**config.mk**
```make
export PLATFORM = sky130hd
export DESIGN_NAME = irq_priority_ext_edge_ctrl
export DESIGN_NICKNAME = d
export VERILOG_FILES = /design/src/verilog/ipe_pkg.sv /design/src/verilog/irq_priority_ext_edge_ctrl.sv
export VERILOG_INCLUDE_DIRS = /design/src /design/src/verilog
export SDC_FILE = /design/constraint.sdc
export NUM_CORES = 1
export LEC_CHECK = 0
export ABC_AREA = 1
export BUFFER_PORTS_ARGS = -buffer_cell sky130_fd_sc_hd__buf_2
export CAP_MARGIN = 20
export CORE_ASPECT_RATIO = 1.5
export CORE_MARGIN = 5
export CORE_UTILIZATION = 28
export DETAILED_ROUTE_END_ITERATION = 10
export GPL_TIMING_DRIVEN = 0
export PLACE_DENSITY = 0.55
export RECOVER_POWER = 100
export SLEW_MARGIN = 20
export SYNTH_ARGS = -nofsm -noshare
export SYNTH_HDL_FRONTEND = slang
export SYNTH_SLANG_ARGS = --single-unit
```
**constraint.sdc**
```tcl
create_clock -name clock -period 1.3 [get_ports clock]
set_input_delay 0.13 -clock clock [delete_from_list [all_inputs] [get_ports clock]]
set_output_delay 0.13 -clock clock [all_outputs]
set_load 0.01 [all_outputs]
```
**src/verilog/ipe_consts.svh**
```systemverilog
// Offsets, field positions, reset values and timing counts of the interrupt controller
`ifndef IPE_CONSTS_SVH
`define IPE_CONSTS_SVH
`define IPE_ADDR_EDGE_SEL 8'hF8
`define IPE_ADDR_FUNC_SEL 8'hF9
`define IPE_ADDR_SRC_EN 8'hFA
`define IPE_ADDR_REQ_FLAGS 8'hFB
`define IPE_ADDR_EVT_STAT 8'hFC
`define IPE_ADDR_EVT_CLR 8'hFD
`define IPE_ADDR_EVT_EN 8'hFE
`define IPE_RST_EDGE_SEL 8'h00
`define IPE_RST_FUNC_SEL 8'h00
`define IPE_RST_SRC_EN 8'h00
`define IPE_RST_EVT_EN 8'h00
`define IPE_EDGE_A_LSB 0
`define IPE_EDGE_B_LSB 2
`define IPE_FUNC_A_BIT 0
`define IPE_FUNC_B_BIT 1
`define IPE_NUM_SRC 8
`define IPE_SRC_EXT_A 0
`define IPE_SRC_EXT_B 1
`define IPE_BREAK_VECTOR_ID 4'h0
`define IPE_CALL_CYCLES_MIN 12
`define IPE_CALL_CNT_W 4
`define IPE_EVT_ACCEPT_BIT 0
`define IPE_EVT_BREAK_BIT 1
`define IPE_EVT_EXT_A_BIT 2
`define IPE_EVT_EXT_B_BIT 3
`endif

```
**src/verilog/ipe_pkg.sv**
```systemverilog
// Types shared by the interrupt controller
package ipe_pkg;
  typedef enum logic [1:0] {
    EDGE_NONE,
    EDGE_RISE,
    EDGE_FALL,
    EDGE_BOTH
  } ipe_edge_type;

  typedef enum logic [3:0] {
    VEC_EXT_A,
    VEC_EXT_B,
    VEC_TMR0,
    VEC_TMR1,
    VEC_ADC,
    VEC_WDT,
    VEC_BIT,
    VEC_SER,
    VEC_BREAK
  } ipe_vector_type;

  typedef struct packed {
    logic callStart;
    ipe_vector_type vector;
    logic breakFlagSet;
    logic masterEnableClear;
  } ipe_call_type;

  typedef struct packed {
    logic [7:0] addr;
    logic [7:0] wdata;
    logic wr;
    logic rd;
  } ipe_bus_req_type;
endpackage

```
**src/verilog/irq_priority_ext_edge_ctrl.sv**
```systemverilog
// Interrupt priority arbiter with external edge detection and break handling
`timescale 1ns/1ps
`default_nettype none
`include "ipe_consts.svh"

// Summary of operation
// Break request has the lowest priority of all sources.
// Break uses the vector shared with table call 0; the code gives it its own VEC_BREAK code instead.
// Taking a break sets the status word break flag.
// Higher priority request is served first; others stay pending.
// Fixed hardware polling order picks one request among simultaneous ones.
// Accepting any interrupt clears the master enable.
// Master enable set again inside a handler allows nested service.
// Both external inputs edge triggered, edge chosen by register at F8 hex.
// Each external input triggers on rising, falling or both edges.
// Pin function bit must be 1 for a pin to act as interrupt.
// External pin edges are sampled into request flags every machine cycle.
// A flag latched in one cycle is evaluated only in the next.
// An accepted request inserts a hardware call as the next operation.
// Hardware call takes twelve machine cycles before the first handler instruction.
// Reset, watchdog, externals wake all modes; timer 0 only wake-up timer modes.
// An external request flag clears itself when its vector is taken.
// Priority: ext 0, ext 1, timer 0, timer 1, converter, watchdog, interval, serial.
// Edge register: bits 1:0 for input 0, bits 3:2 for input 1.
module irq_priority_ext_edge_ctrl
  import ipe_pkg::*;
(
  // Clock and reset
  input wire logic clock,
  input wire logic rst_b,
  // Register port
  input wire ipe_bus_req_type busReq,
  output logic [7:0] busRdata,
  // External pins
  input wire logic ext_irq_a_pin,
  input wire logic ext_irq_b_pin,
  // Internal peripheral request pulses: timer0, timer1, adc, wdt, bit, serial
  input wire logic [5:0] periphReq,
  // CPU side
  input wire logic masterEnable,
  input wire logic cpuInstrBoundary,
  input wire logic soft_break_instr,
  output ipe_call_type callInfo,
  output logic callBusy,
  // Power-saving wake
  input wire logic stopMode,
  input wire logic wakeTimerMode,
  input wire logic rc_watchdog_wake,
  output logic wakeReq,
  // Interrupt output
  output logic irqOut
);

  typedef enum {
    ST_IDLE,
    ST_CALL
  } ipe_state_type;

  localparam int CALL_LAST = `IPE_CALL_CYCLES_MIN - 1;

  ipe_state_type state_ff, nxt_state;
  logic [7:0] ext_irq_edge_select_ff;
  logic [7:0] port_zero_function_select_ff;
  logic [7:0] srcEn_ff;
  logic [7:0] reqFlags_ff;
  logic [7:0] evtStat_ff;
  logic [7:0] evtEn_ff;
  logic breakPend_ff;
  logic irqOut_ff;
  logic [`IPE_CALL_CNT_W-1:0] callCnt_ff;
  ipe_call_type callInfo_ff;
  logic [7:0] busRdata_ff;
  logic [7:0] nxt_reqFlags;
  logic [7:0] pendMasked;
  logic [3:0] winIdx;
  logic anyWin, takeBreak, takeAny;
  logic edgeA, edgeB;
  logic [7:0] evtSet;
  logic [7:0] evtClr;
  logic wrEdge, wrFunc, wrEn, wrFlags, wrEvtClr, wrEvtEn;

  assign wrEdge = busReq.wr && (busReq.addr == `IPE_ADDR_EDGE_SEL);
  assign wrFunc = busReq.wr && (busReq.addr == `IPE_ADDR_FUNC_SEL);
  assign wrEn = busReq.wr && (busReq.addr == `IPE_ADDR_SRC_EN);
  assign wrFlags = busReq.wr && (busReq.addr == `IPE_ADDR_REQ_FLAGS);
  assign wrEvtClr = busReq.wr && (busReq.addr == `IPE_ADDR_EVT_CLR);
  assign wrEvtEn = busReq.wr && (busReq.addr == `IPE_ADDR_EVT_EN);

  ////////////////////////////////////////////////////////////////////////////
  // Edge detection

  // One detector per pin; the edge code pairs sit side by side in the select register
  ipe_edge_det #(
    .IDLE_LEVEL(1'b0)
  ) u_edgeA (
    .clock(clock),
    .rst_b(rst_b),
    .pinFunc(port_zero_function_select_ff[`IPE_FUNC_A_BIT]),
    .edgeSel(ext_irq_edge_select_ff[`IPE_EDGE_A_LSB +: 2]),
    .pin(ext_irq_a_pin),
    .edgeHit(edgeA)
  );

  ipe_edge_det #(
    .IDLE_LEVEL(1'b0)
  ) u_edgeB (
    .clock(clock),
    .rst_b(rst_b),
    .pinFunc(port_zero_function_select_ff[`IPE_FUNC_B_BIT]),
    .edgeSel(ext_irq_edge_select_ff[`IPE_EDGE_B_LSB +: 2]),
    .pin(ext_irq_b_pin),
    .edgeHit(edgeB)
  );

  ////////////////////////////////////////////////////////////////////////////
  // Configuration registers

  always_ff @(posedge clock) begin
    if (!rst_b) begin
      ext_irq_edge_select_ff <= `IPE_RST_EDGE_SEL;
      port_zero_function_select_ff <= `IPE_RST_FUNC_SEL;
      srcEn_ff <= `IPE_RST_SRC_EN;
      evtEn_ff <= `IPE_RST_EVT_EN;
    end else begin
      if (wrEdge) begin
        ext_irq_edge_select_ff <= busReq.wdata;
      end
      if (wrFunc) begin
        port_zero_function_select_ff <= busReq.wdata;
      end
      if (wrEn) begin
        srcEn_ff <= busReq.wdata;
      end
      if (wrEvtEn) begin
        evtEn_ff <= busReq.wdata;
      end
    end
  end

  ////////////////////////////////////////////////////////////////////////////
  // Request flags and arbitration

  // Only registered flags feed arbitration, so a fresh edge waits one cycle
  assign pendMasked = reqFlags_ff & srcEn_ff;

  always_comb begin
    winIdx = 4'h0;
    anyWin = 1'b0;
    for (int i = `IPE_NUM_SRC - 1; i >= 0; i--) begin
      if (pendMasked[i]) begin
        winIdx = 4'(i);
        anyWin = 1'b1;
      end
    end
  end

  // Break is considered only when no maskable request is acceptable
  assign takeAny = (state_ff == ST_IDLE) && cpuInstrBoundary && masterEnable && anyWin;
  assign takeBreak = (state_ff == ST_IDLE) && cpuInstrBoundary && breakPend_ff && !takeAny;

  always_comb begin
    nxt_reqFlags = reqFlags_ff;
    if (wrFlags) begin
      nxt_reqFlags = busReq.wdata;
    end
    if (takeAny) begin
      nxt_reqFlags[winIdx[2:0]] = 1'b0;
    end
    // Set wins over any clear in the same cycle
    nxt_reqFlags[`IPE_SRC_EXT_A] = nxt_reqFlags[`IPE_SRC_EXT_A] | edgeA;
    nxt_reqFlags[`IPE_SRC_EXT_B] = nxt_reqFlags[`IPE_SRC_EXT_B] | edgeB;
    nxt_reqFlags[7:2] = nxt_reqFlags[7:2] | periphReq;
  end

  always_ff @(posedge clock) begin
    if (!rst_b) begin
      reqFlags_ff <= 8'h00;
    end else begin
      reqFlags_ff <= nxt_reqFlags;
    end
  end

  always_ff @(posedge clock) begin
    if (!rst_b) begin
      breakPend_ff <= 1'b0;
    end else if (soft_break_instr) begin
      breakPend_ff <= 1'b1;
    end else if (takeBreak) begin
      breakPend_ff <= 1'b0;
    end
  end

  ////////////////////////////////////////////////////////////////////////////
  // Hardware call sequencer

  always_comb begin
    nxt_state = state_ff;
    case (state_ff)
      ST_IDLE: begin
        if (takeAny || takeBreak) begin
          nxt_state = ST_CALL;
        end
      end
      ST_CALL: begin
        if (callCnt_ff == CALL_LAST[`IPE_CALL_CNT_W-1:0]) begin
          nxt_state = ST_IDLE;
        end
      end
      default: nxt_state = ST_IDLE;
    endcase
  end

  always_ff @(posedge clock) begin
    if (!rst_b) begin
      state_ff <= ST_IDLE;
      callCnt_ff <= '0;
    end else begin
      state_ff <= nxt_state;
      if (state_ff == ST_CALL) begin
        callCnt_ff <= callCnt_ff + 1'b1;
      end else begin
        callCnt_ff <= '0;
      end
    end
  end

  always_ff @(posedge clock) begin
    if (!rst_b) begin
      callInfo_ff <= '{callStart: 1'b0, vector: VEC_EXT_A, breakFlagSet: 1'b0, masterEnableClear: 1'b0};
    end else begin
      callInfo_ff.callStart <= takeAny || takeBreak;
      callInfo_ff.masterEnableClear <= takeAny || takeBreak;
      callInfo_ff.breakFlagSet <= takeBreak;
      if (takeAny) begin
        callInfo_ff.vector <= ipe_vector_type'(winIdx);
      end else if (takeBreak) begin
        // Own vector code VEC_BREAK, apart from the table-call-0 entry VEC_EXT_A; the break flag is set too
        callInfo_ff.vector <= VEC_BREAK;
      end
    end
  end

  assign callInfo = callInfo_ff;
  assign callBusy = (state_ff == ST_CALL);

  ////////////////////////////////////////////////////////////////////////////
  // Wake-up, event status and register reads

  // Timer 0 is stopped in stop mode, so it can only wake the wake-up timer modes
  always_comb begin
    wakeReq = rc_watchdog_wake || edgeA || edgeB;
    if (wakeTimerMode && !stopMode && periphReq[0]) begin
      wakeReq = 1'b1;
    end
  end

  assign evtSet = {4'h0, edgeB, edgeA, takeBreak, takeAny};
  assign evtClr = wrEvtClr ? busReq.wdata : 8'h00;

  always_ff @(posedge clock) begin
    if (!rst_b) begin
      evtStat_ff <= 8'h00;
    end else begin
      evtStat_ff <= (evtStat_ff & ~evtClr) | evtSet;
    end
  end

  always_ff @(posedge clock) begin
    if (!rst_b) begin
      irqOut_ff <= 1'b0;
    end else begin
      irqOut_ff <= |(((evtStat_ff & ~evtClr) | evtSet) & evtEn_ff);
    end
  end

  always_ff @(posedge clock) begin
    if (!rst_b) begin
      busRdata_ff <= 8'h00;
    end else if (busReq.rd) begin
      case (busReq.addr)
        `IPE_ADDR_EDGE_SEL: busRdata_ff <= ext_irq_edge_select_ff;
        `IPE_ADDR_FUNC_SEL: busRdata_ff <= port_zero_function_select_ff;
        `IPE_ADDR_SRC_EN: busRdata_ff <= srcEn_ff;
        `IPE_ADDR_REQ_FLAGS: busRdata_ff <= reqFlags_ff;
        `IPE_ADDR_EVT_STAT: busRdata_ff <= evtStat_ff;
        `IPE_ADDR_EVT_EN: busRdata_ff <= evtEn_ff;
        default: busRdata_ff <= 8'h00;
      endcase
    end else begin
      busRdata_ff <= 8'h00;
    end
  end

  assign busRdata = busRdata_ff;
  assign irqOut = irqOut_ff;

endmodule // irq_priority_ext_edge_ctrl

////////////////////////////////////////////////////////////////////////////
// Edge detector for one external pin

module ipe_edge_det
  import ipe_pkg::*;
#(
  parameter logic IDLE_LEVEL = 1'b0
) (
  // Clock and reset
  input wire logic clock,
  input wire logic rst_b,
  // Configuration
  input wire logic pinFunc,
  input wire logic [1:0] edgeSel,
  // Pin and result
  input wire logic pin,
  output logic edgeHit
);

  logic pinHist_ff;
  logic rawHit;

  // History starts at the idle level so reset release shows no false edge
  always_ff @(posedge clock) begin
    if (!rst_b) begin
      pinHist_ff <= IDLE_LEVEL;
    end else begin
      pinHist_ff <= pin;
    end
  end

  always_comb begin
    rawHit = 1'b0;
    case (ipe_edge_type'(edgeSel))
      EDGE_RISE: rawHit = !pinHist_ff && pin;
      EDGE_FALL: rawHit = pinHist_ff && !pin;
      EDGE_BOTH: rawHit = pinHist_ff ^ pin;
      default: rawHit = 1'b0;
    endcase
  end

  // Pin stays plain I/O until its function bit is 1
  assign edgeHit = pinFunc && rawHit;

endmodule // ipe_edge_det
`default_nettype wire

```
==> metrics.json, run 1 <==
{
  "first_pass_grt_wire_length_um": 17000,
  "run_status": "finished, violations left",
  "rsz_0062_raised_after_global_routing": "yes",
  "die-height_um": 143,
  "grt_pass1_vias": 3344,
  "hp-start": "ext_irq_a_pin",
  "req_time_crit_path_ps": 1500,
  "peakVddDrop_uv": 746,
  "crit_type": "reg2reg",
  "final_core_util": 0.400,
  "critPathArrivalTime_ps": 1770,
  "regToRegSetupSlack_ps": -270,
  "worstPathMaxFanout": 4,
  "cts_root_buffer": "clkbuf_16",
  "power.static_leakage_nw": 1.81,
  "routabilityCongestion": 0.869,
  "clk_transition_reported_paths_ps": 60,
  "timing.critical_path.to_type": "register",
  "grt-ovfl-total": 0,
  "violated_checks": "setup timing",
  "grt_start_max_net_pins": 13,
  "fp-row-count": 48,
  "holdWs_ps": 3.90,
  "mostFrequentLayoutCell": "nand2_1",
  "post-route-drc-count": 0,
  "timing_hold_violations_final": 0,
  "cts.htree.levels": 3,
  "core_area_sq_um": 11500,
  "hold-path-cell-count": 3,
  "place_worst_setup_slack_ps": -554,
  "finalNetCount": 592,
  "clock_tree.buffer_depth": 2,
  "routed_wl_um": 11200,
  "maxSlewHeadroom": 0.560,
  "grtUsageTotal": 0.155,
  "antenna-diode-count": 0,
  "final.setup.worst_slack_ps": -271,
  "firstDrtPassIters": 4,
  "detail-route-antenna-nets": 0,
  "power.density_cell_area_nw_per_um2": 1150,
  "antenna_found_initial": 0,
  "flow.area_growth_from_synthesis_pct": 39.3,
  "place.detailed.hpwl_um": 7810,
  "worstRegToRegCells": 9,
  "design.die.area_sq_um": 14200,
  "total_power_mw": 5.30,
  "hold_end": "u_edgeA.pinHist_ff$_SDFF_PN0_",
  "synth.yosys.warnings": 0,
  "io-pin-count": 52,
  "synth_area_per_cell_sq_um": 7.10,
  "placedInstanceArea_sq_um": 3750,
  "worst_r2r_src": "reqFlags_ff[3]$_SDFF_PN0_",
  "max_freq_mhz": 636,
  "detail_route.iter0.violations": 247,
  "floorplan.die.width_um": 98.8,
  "critical_path.reg2reg.endpoint": "reqFlags_ff[5]$_SDFF_PN0_",
  "drive_gt1_frac": 0.324,
  "cell_area_synth_sq_um": 3310,
  "critical_path.startpoint_type": "register",
  "tritoncts": "built",
  "start_util": 0.287,
  "place.port_buffers": 50,
  "finalMaxSlewViolations": 0,
  "tritoncts.num_buffers": 9,
  "final_cell_mix": "nand2_1 (76), inv_1 (56), dfxtp_1 (56), o21ai_0 (43), a21oi_1 (41)",
  "clk_latency_ps": 340,
  "postSynthNetCount": 506,
  "skew_final_ps": 8.06,
  "min_path_type": "in2reg",
  "stdcell_area_sq_um": 4620,
  "clock_sinks": 71,
  "final.period_utilization": 1.21,
  "synth-seq-cells": 71,
  "tightestPinTransition_ps": 659,
  "netlist_instances": 467,
  "tmin_final_ps": 1570,
  "post_synth_num_cell_types": 28,
  "report.final.setup_viol": 31,
  "seq_area_frac_synth": 0.429,
  "drt-wirelength-per-cell_um": 15.8,
  "viasPerCell": 4.84,
  "dr_total_vias": 3424,
  "maxCapViolCount": 0
}
## routing by layer
layer	vias to the layer above	track usage	part of all wire
met5	-	0	0
met4	0	0.0928	0.034
met2	80	0.280	0.55
met1	1623	0.168	0.38
met3	19	0.0230	0.037
li1	1702	-	-
## area by class of cell
type / count / area [sq um]
Clock inverter: 5 / 81.3
Sequential cell: 71 / 1440
Inverter: 63 / 243
Fill cell: 1223 / 6920
Buffer: 15 / 86.3
Timing Repair Buffer: 75 / 449
Tap cell: 150 / 188
Clock buffer: 11 / 243
Multi-Input combinational cell: 318 / 1880
## through the flow
stage	setup TNS, ps	cells
after floorplan	0	467
final	-2780	708
after CTS	-428	697
after global routing	-7360	708
after global placement	-11450	667
after detailed placement	-12940	667
## logic make-up after synthesis
logic type,after synthesis,share of synthesized area
adders and majority gates,5,0.0189
buffers and inverters,78,0.0970
AOI/OAI and AO/OA,121,0.199
and+or+nand+nor,192,0.256
DFF,71,0.429
## repair_timing
item,in CTS,in global routing
setup endpoints to repair,20,35
hold buffers,1,0
buffers inserted,13,11
hold endpoints to repair,1,0
pin swaps,17,31
gates resized for setup,47,74
## synthesized netlist by cell type (all sizes together)
cell | number | area, sq um
dfxtp | 71 | 1420
nand4 | 6 | 37.5
and3 | 1 | 6.26
o21ai | 50 | 265
ha | 5 | 62.6
a21oi | 52 | 260
nand3 | 26 | 130
nor4 | 1 | 6.26
buf | 7 | 55.1
or2 | 1 | 6.26
o211ai | 4 | 30.0
clkbuf | 8 | 30.0
o22ai | 7 | 43.8
nor2 | 37 | 160
nand2 | 110 | 430
nor3 | 10 | 72.6
a211oi | 4 | 30.0
inv | 63 | 236
o21bai | 4 | 30.0
## critical path: stages (launching register included)
cell and delay (ps):
dfxtp_4 360, nand2_4 70, nand2_4 50, nor2_2 270, buf_4 180, nand3_2 90, nor2_4 150, nand3_4 80
a21oi_2 130, nor2_1 50
## sequential cells by signal (all words and copies together) (netlist names)
register	count
breakPend_ff	1
busRdata	8
callCnt_ff	4
callInfo	6
evtEn_ff	8
evtStat_ff	8
ext_irq_edge_select_ff	8
irqOut	1
port_zero_function_select_ff	8
reqFlags_ff	8
srcEn_ff	8
state_ff	1
u_edgeA.pinHist_ff	1
u_edgeB.pinHist_ff	1
## where the power goes
| part | internal [mW] | switching [mW] |
|---|---|---|
| Sequential | 2.21 | 0.0292 |
| Combinational | 0.125 | 0.223 |
| Clock | 1.73 | 0.978 |
## how the worst max path moves through the flow
stage	start	endpoint	slack, ps	cells after the start
after floorplan	reqFlags_ff[0]$_SDFF_PN0_	irqOut$_SDFF_PN0_	9	11
after global placement	busReq[10]	irqOut$_SDFF_PN0_	-520	8
after detailed placement	busReq[10]	irqOut$_SDFF_PN0_	-550	8
after CTS	u_edgeA.pinHist_ff$_SDFF_PN0_	wakeReq	-280	5
after global routing	reqFlags_ff[3]$_SDFF_PN0_	reqFlags_ff[5]$_SDFF_PN0_	-350	9
final	reqFlags_ff[3]$_SDFF_PN0_	reqFlags_ff[5]$_SDFF_PN0_	-270	9
Power figures use the tool's default switching activity.
==> run 2: changes to the inputs <==
--- a/config.mk
+++ b/config.mk
@@ -11,10 +11,10 @@
 export CAP_MARGIN = 20
 export CORE_ASPECT_RATIO = 1.5
 export CORE_MARGIN = 5
-export CORE_UTILIZATION = 28
+export CORE_UTILIZATION = 40
 export DETAILED_ROUTE_END_ITERATION = 10
 export GPL_TIMING_DRIVEN = 0
-export PLACE_DENSITY = 0.55
+export PLACE_DENSITY = 0.7
 export RECOVER_POWER = 100
 export SLEW_MARGIN = 20
 export SYNTH_ARGS = -nofsm -noshare
==> metrics.json, run 2 (same netlist as run 1, synthesis figures left out) <==
{
  "io-pin-count": {"value": 52, "change": "unchanged"},
  "place.detailed.hpwl": {"value": 7050, "unit": "um", "change": "-9.7%"},
  "worst_r2r_src": "reqFlags_ff[2]$_SDFF_PN0_",
  "part_of_the_total_power_dissipated_in_sequential_elements": {"value": 0.441, "change": "+0.018"},
  "first_pass_grt_wire_length": {"value": 16000, "unit": "um", "change": "-5.9%"},
  "routed_wl": {"value": 10300, "unit": "um", "change": "-7.6%"},
  "core_area": {"value": 8060, "unit": "sq um", "change": "-30%"},
  "maxCapViolCount": {"value": 0, "change": "unchanged"},
  "buffers_plus_inverters_on_the_worst_setup_path": {"value": 2, "change": "+1"},
  "grt-ovfl-total": {"value": 0, "change": "unchanged"},
  "total_power": {"value": 5.07, "unit": "mW", "change": "-4.3%"},
  "detail_route.iter0.violations": {"value": 256, "change": "+3.6%"},
  "antenna_found_initial": {"value": 0, "change": "unchanged"},
  "maxSlewHeadroom": {"value": 0.533, "change": "-0.0270"},
  "design.die.area": {"value": 10200, "unit": "sq um", "change": "-28%"},
  "rsz_0062_raised_after_global_routing": "yes",
  "crit_chain": "ha_4 -> inv_2 -> nand2_2 -> nand3_2 -> nand3_2 -> nand4_1 -> buf_2",
  "clock_sinks": {"value": 71, "change": "unchanged"},
  "grtUsageTotal": {"value": 0.199, "change": "+0.0442"},
  "power.clock.fraction": {"value": 0.488, "change": "-0.023"},
  "final.period_utilization": {"value": 1.16, "change": "-0.0439"},
  "mostFrequentLayoutCell": "nand2_1",
  "cts.htree.levels": {"value": 3, "change": "unchanged"},
  "max_freq": {"value": 660, "unit": "MHz", "change": "+3.8%"},
  "crit_family": "flip-flops",
  "critical-path-max-stage-delay": {"value": 330, "unit": "ps", "change": "-30 ps"},
  "place.port_buffers": {"value": 50, "change": "unchanged"},
  "floorplan.die.width": {"value": 84.3, "unit": "um", "change": "-15%"},
  "tightestPinTransition": {"value": 700, "unit": "ps", "change": "+40.5 ps"},
  "worst-path-stages": {"value": 7, "change": "-2"},
  "grt_pass1_vias": {"value": 3426, "change": "+2.5%"},
  "tritoncts.num_buffers": {"value": 9, "change": "unchanged"},
  "detail-route-antenna-nets": {"value": 0, "change": "unchanged"},
  "final_cell_mix": "nand2_1 (78), inv_1 (55), dfxtp_1 (54), o21ai_0 (43), a21oi_1 (41)",
  "finalMaxSlewViolations": {"value": 0, "change": "unchanged"},
  "req_time_crit_path": {"value": 1170, "unit": "ps", "change": "-330 ps"},
  "skew_final": {"value": 5.35, "unit": "ps", "change": "-2.71 ps"},
  "power.static_leakage": {"value": 1.77, "unit": "nW", "change": "-2.0%"},
  "grt_start_max_net_pins": {"value": 12, "change": "-1"},
  "dr_total_vias": {"value": 3510, "change": "+2.5%"},
  "hold-path-cell-count": {"value": 3, "change": "unchanged"},
  "critical_path.startpoint_type": "register",
  "final.setup.worst_slack": {"value": -214, "unit": "ps", "change": "+57.1 ps"},
  "start_util": {"value": 0.411, "change": "+0.124"},
  "fp-row-count": {"value": 40, "change": "-17%"},
  "worstPathMaxFanout": {"value": 2, "change": "-2"},
  "regToRegSetupSlack": {"value": -160, "unit": "ps", "change": "+110 ps"},
  "finalNetCount": {"value": 588, "change": "-0.68%"},
  "peakVddDrop": {"value": 733, "unit": "uV", "change": "-1.8%"},
  "violated_checks": "setup timing",
  "drt-wirelength-per-cell": {"value": 15.7, "unit": "um", "change": "-0.57%"},
  "power.density_cell_area": {"value": 1140, "unit": "nW/um^2", "change": "-0.85%"},
  "hold_end": "reqFlags_ff[7]$_SDFF_PN0_",
  "critical_path.reg2reg.endpoint": "irqOut$_SDFF_PN0_",
  "tmin_final": {"value": 1510, "unit": "ps", "change": "-57.1 ps"},
  "final_core_util": {"value": 0.553, "change": "+0.153"},
  "hp-start": "periphReq[5]",
  "die-height": {"value": 121, "unit": "um", "change": "-15%"},
  "post-route-drc-count": {"value": 0, "change": "unchanged"},
  "flow.area_growth_from_synthesis_pct": 34.5,
  "tritoncts": "built",
  "clk_transition_reported_paths": {"value": 60, "unit": "ps", "change": "about the same"},
  "timing_hold_violations_final": {"value": 0, "change": "unchanged"},
  "net-switching-power": {"value": 1.15, "unit": "mW", "change": "-6.2%"},
  "timing.critical_path.to_type": "output pin",
  "run_status": "finished, violations left",
  "worstRegToRegCells": {"value": 10, "change": "+1"},
  "viasPerCell": {"value": 5.33, "change": "+10%"},
  "firstDrtPassIters": {"value": 6, "change": "+2"},
  "clk_latency": {"value": 340, "unit": "ps", "change": "about the same"},
  "sw_frac_of_total": {"value": 0.228, "change": "-0.00462"},
  "crit_type": "reg2out",
  "critPathSlowestCell": "dfxtp_2",
  "antenna-diode-count": {"value": 0, "change": "unchanged"},
  "combPwrFrac": {"value": 0.070, "change": "+0.004"},
  "clock_tree.buffer_depth": {"value": 2, "change": "unchanged"},
  "min_path_type": "in2reg",
  "drive_gt1_frac": {"value": 0.309, "change": "-0.0152"},
  "critPathArrivalTime": {"value": 1380, "unit": "ps", "change": "-390 ps"},
  "cp_common_cell": "nand3_2",
  "cts_root_buffer": "clkbuf_16",
  "report.final.setup_viol": {"value": 21, "change": "-32%"},
  "holdWs": {"value": 22.5, "unit": "ps", "change": "+18.6 ps"},
  "internal_power": {"value": 3.92, "unit": "mW", "change": "-3.7%"},
  "routabilityCongestion": {"value": 0.931, "change": "+7.2%"}
}
## run 2: changes by cell type in the layout (fill, tap and decap cells not counted), moves of 2 or more
cell,previous run,this run
buf_4,19,16
buf_6,8,5
nand3_4,3,0
dfxtp_1,56,54
dfxtp_4,1,3
dlygate4sd3_1,1,3
nand2_1,76,78
nand2_2,22,20
nand3_1,14,16
## run 2: per-stage QoR
| stage | area [sq um] | instances | setup TNS, ps | worst slack [ps] |
|---|---|---|---|---|
| floorplan | 3310 | 467 | 0 | 8.84 |
| global placement | 3700 | 622 | -9650 | -401 |
| finish | 4460 | 658 | -1080 | -214 |
| CTS | 4200 | 649 | -381 | -248 |
| global route | 4460 | 658 | -3970 | -265 |
| detailed placement | 3700 | 622 | -11040 | -410 |
## run 2: worst max path at each step
| stage | startpoint | endpoint | slack, ps |
|---|---|---|---|
| global placement | busReq[10] | irqOut$_SDFF_PN0_ | -400 |
| floorplan | reqFlags_ff[0]$_SDFF_PN0_ | irqOut$_SDFF_PN0_ | 9 |
| global route | u_edgeB.pinHist_ff$_SDFF_PN0_ | wakeReq | -270 |
| finish | u_edgeB.pinHist_ff$_SDFF_PN0_ | wakeReq | -210 |
| CTS | u_edgeA.pinHist_ff$_SDFF_PN0_ | wakeReq | -250 |
| detailed placement | busReq[10] | irqOut$_SDFF_PN0_ | -410 |
## run 2: final cells by class
class                      count  area (sq um)
buffer                        15          86.3
sequential                    71          1450
clock inverter                 3          42.5
multi-input combinational    318          1850
tap                          105           131
clock buffer                  12           256
inverter                      63           243
fill                         764          3600
timing repair buffer          71           400
## run 2: what timing repair did
action / 4_1_cts / 5_1_grt
endpoints found under the hold margin: 3 / 0
buffers inserted: 9 / 10
endpoints found under the setup margin: 20 / 19
pin swaps: 14 / 32
resized for setup: 40 / 77
hold buffers: 3 / 0
## run 2: routing by layer
layer  GRT usage  wire (um)  vias up
li1            -          -     1698
met4       0.131        328        0
met5           0          0        -
met2       0.342       5470      148
met3      0.0469        607       31
met1       0.215       3910     1633
## run 2: power by group through the flow
| stage | clock network (mW) | logic (mW) | registers (mW) |
|---|---|---|---|
| CTS | 2.52 | 0.323 | 2.24 |
| global placement | 0 | 0.289 | 2.28 |
| finish | 2.48 | 0.357 | 2.24 |
| global route | 2.61 | 0.395 | 2.24 |
| detailed placement | 0 | 0.294 | 2.28 |
| floorplan | 0 | 0.158 | 2.28 |
## run 2: tightest hold or removal path: stages
cell and delay, ps:
buf_2 90, a21oi_2 30, nor2_1 70
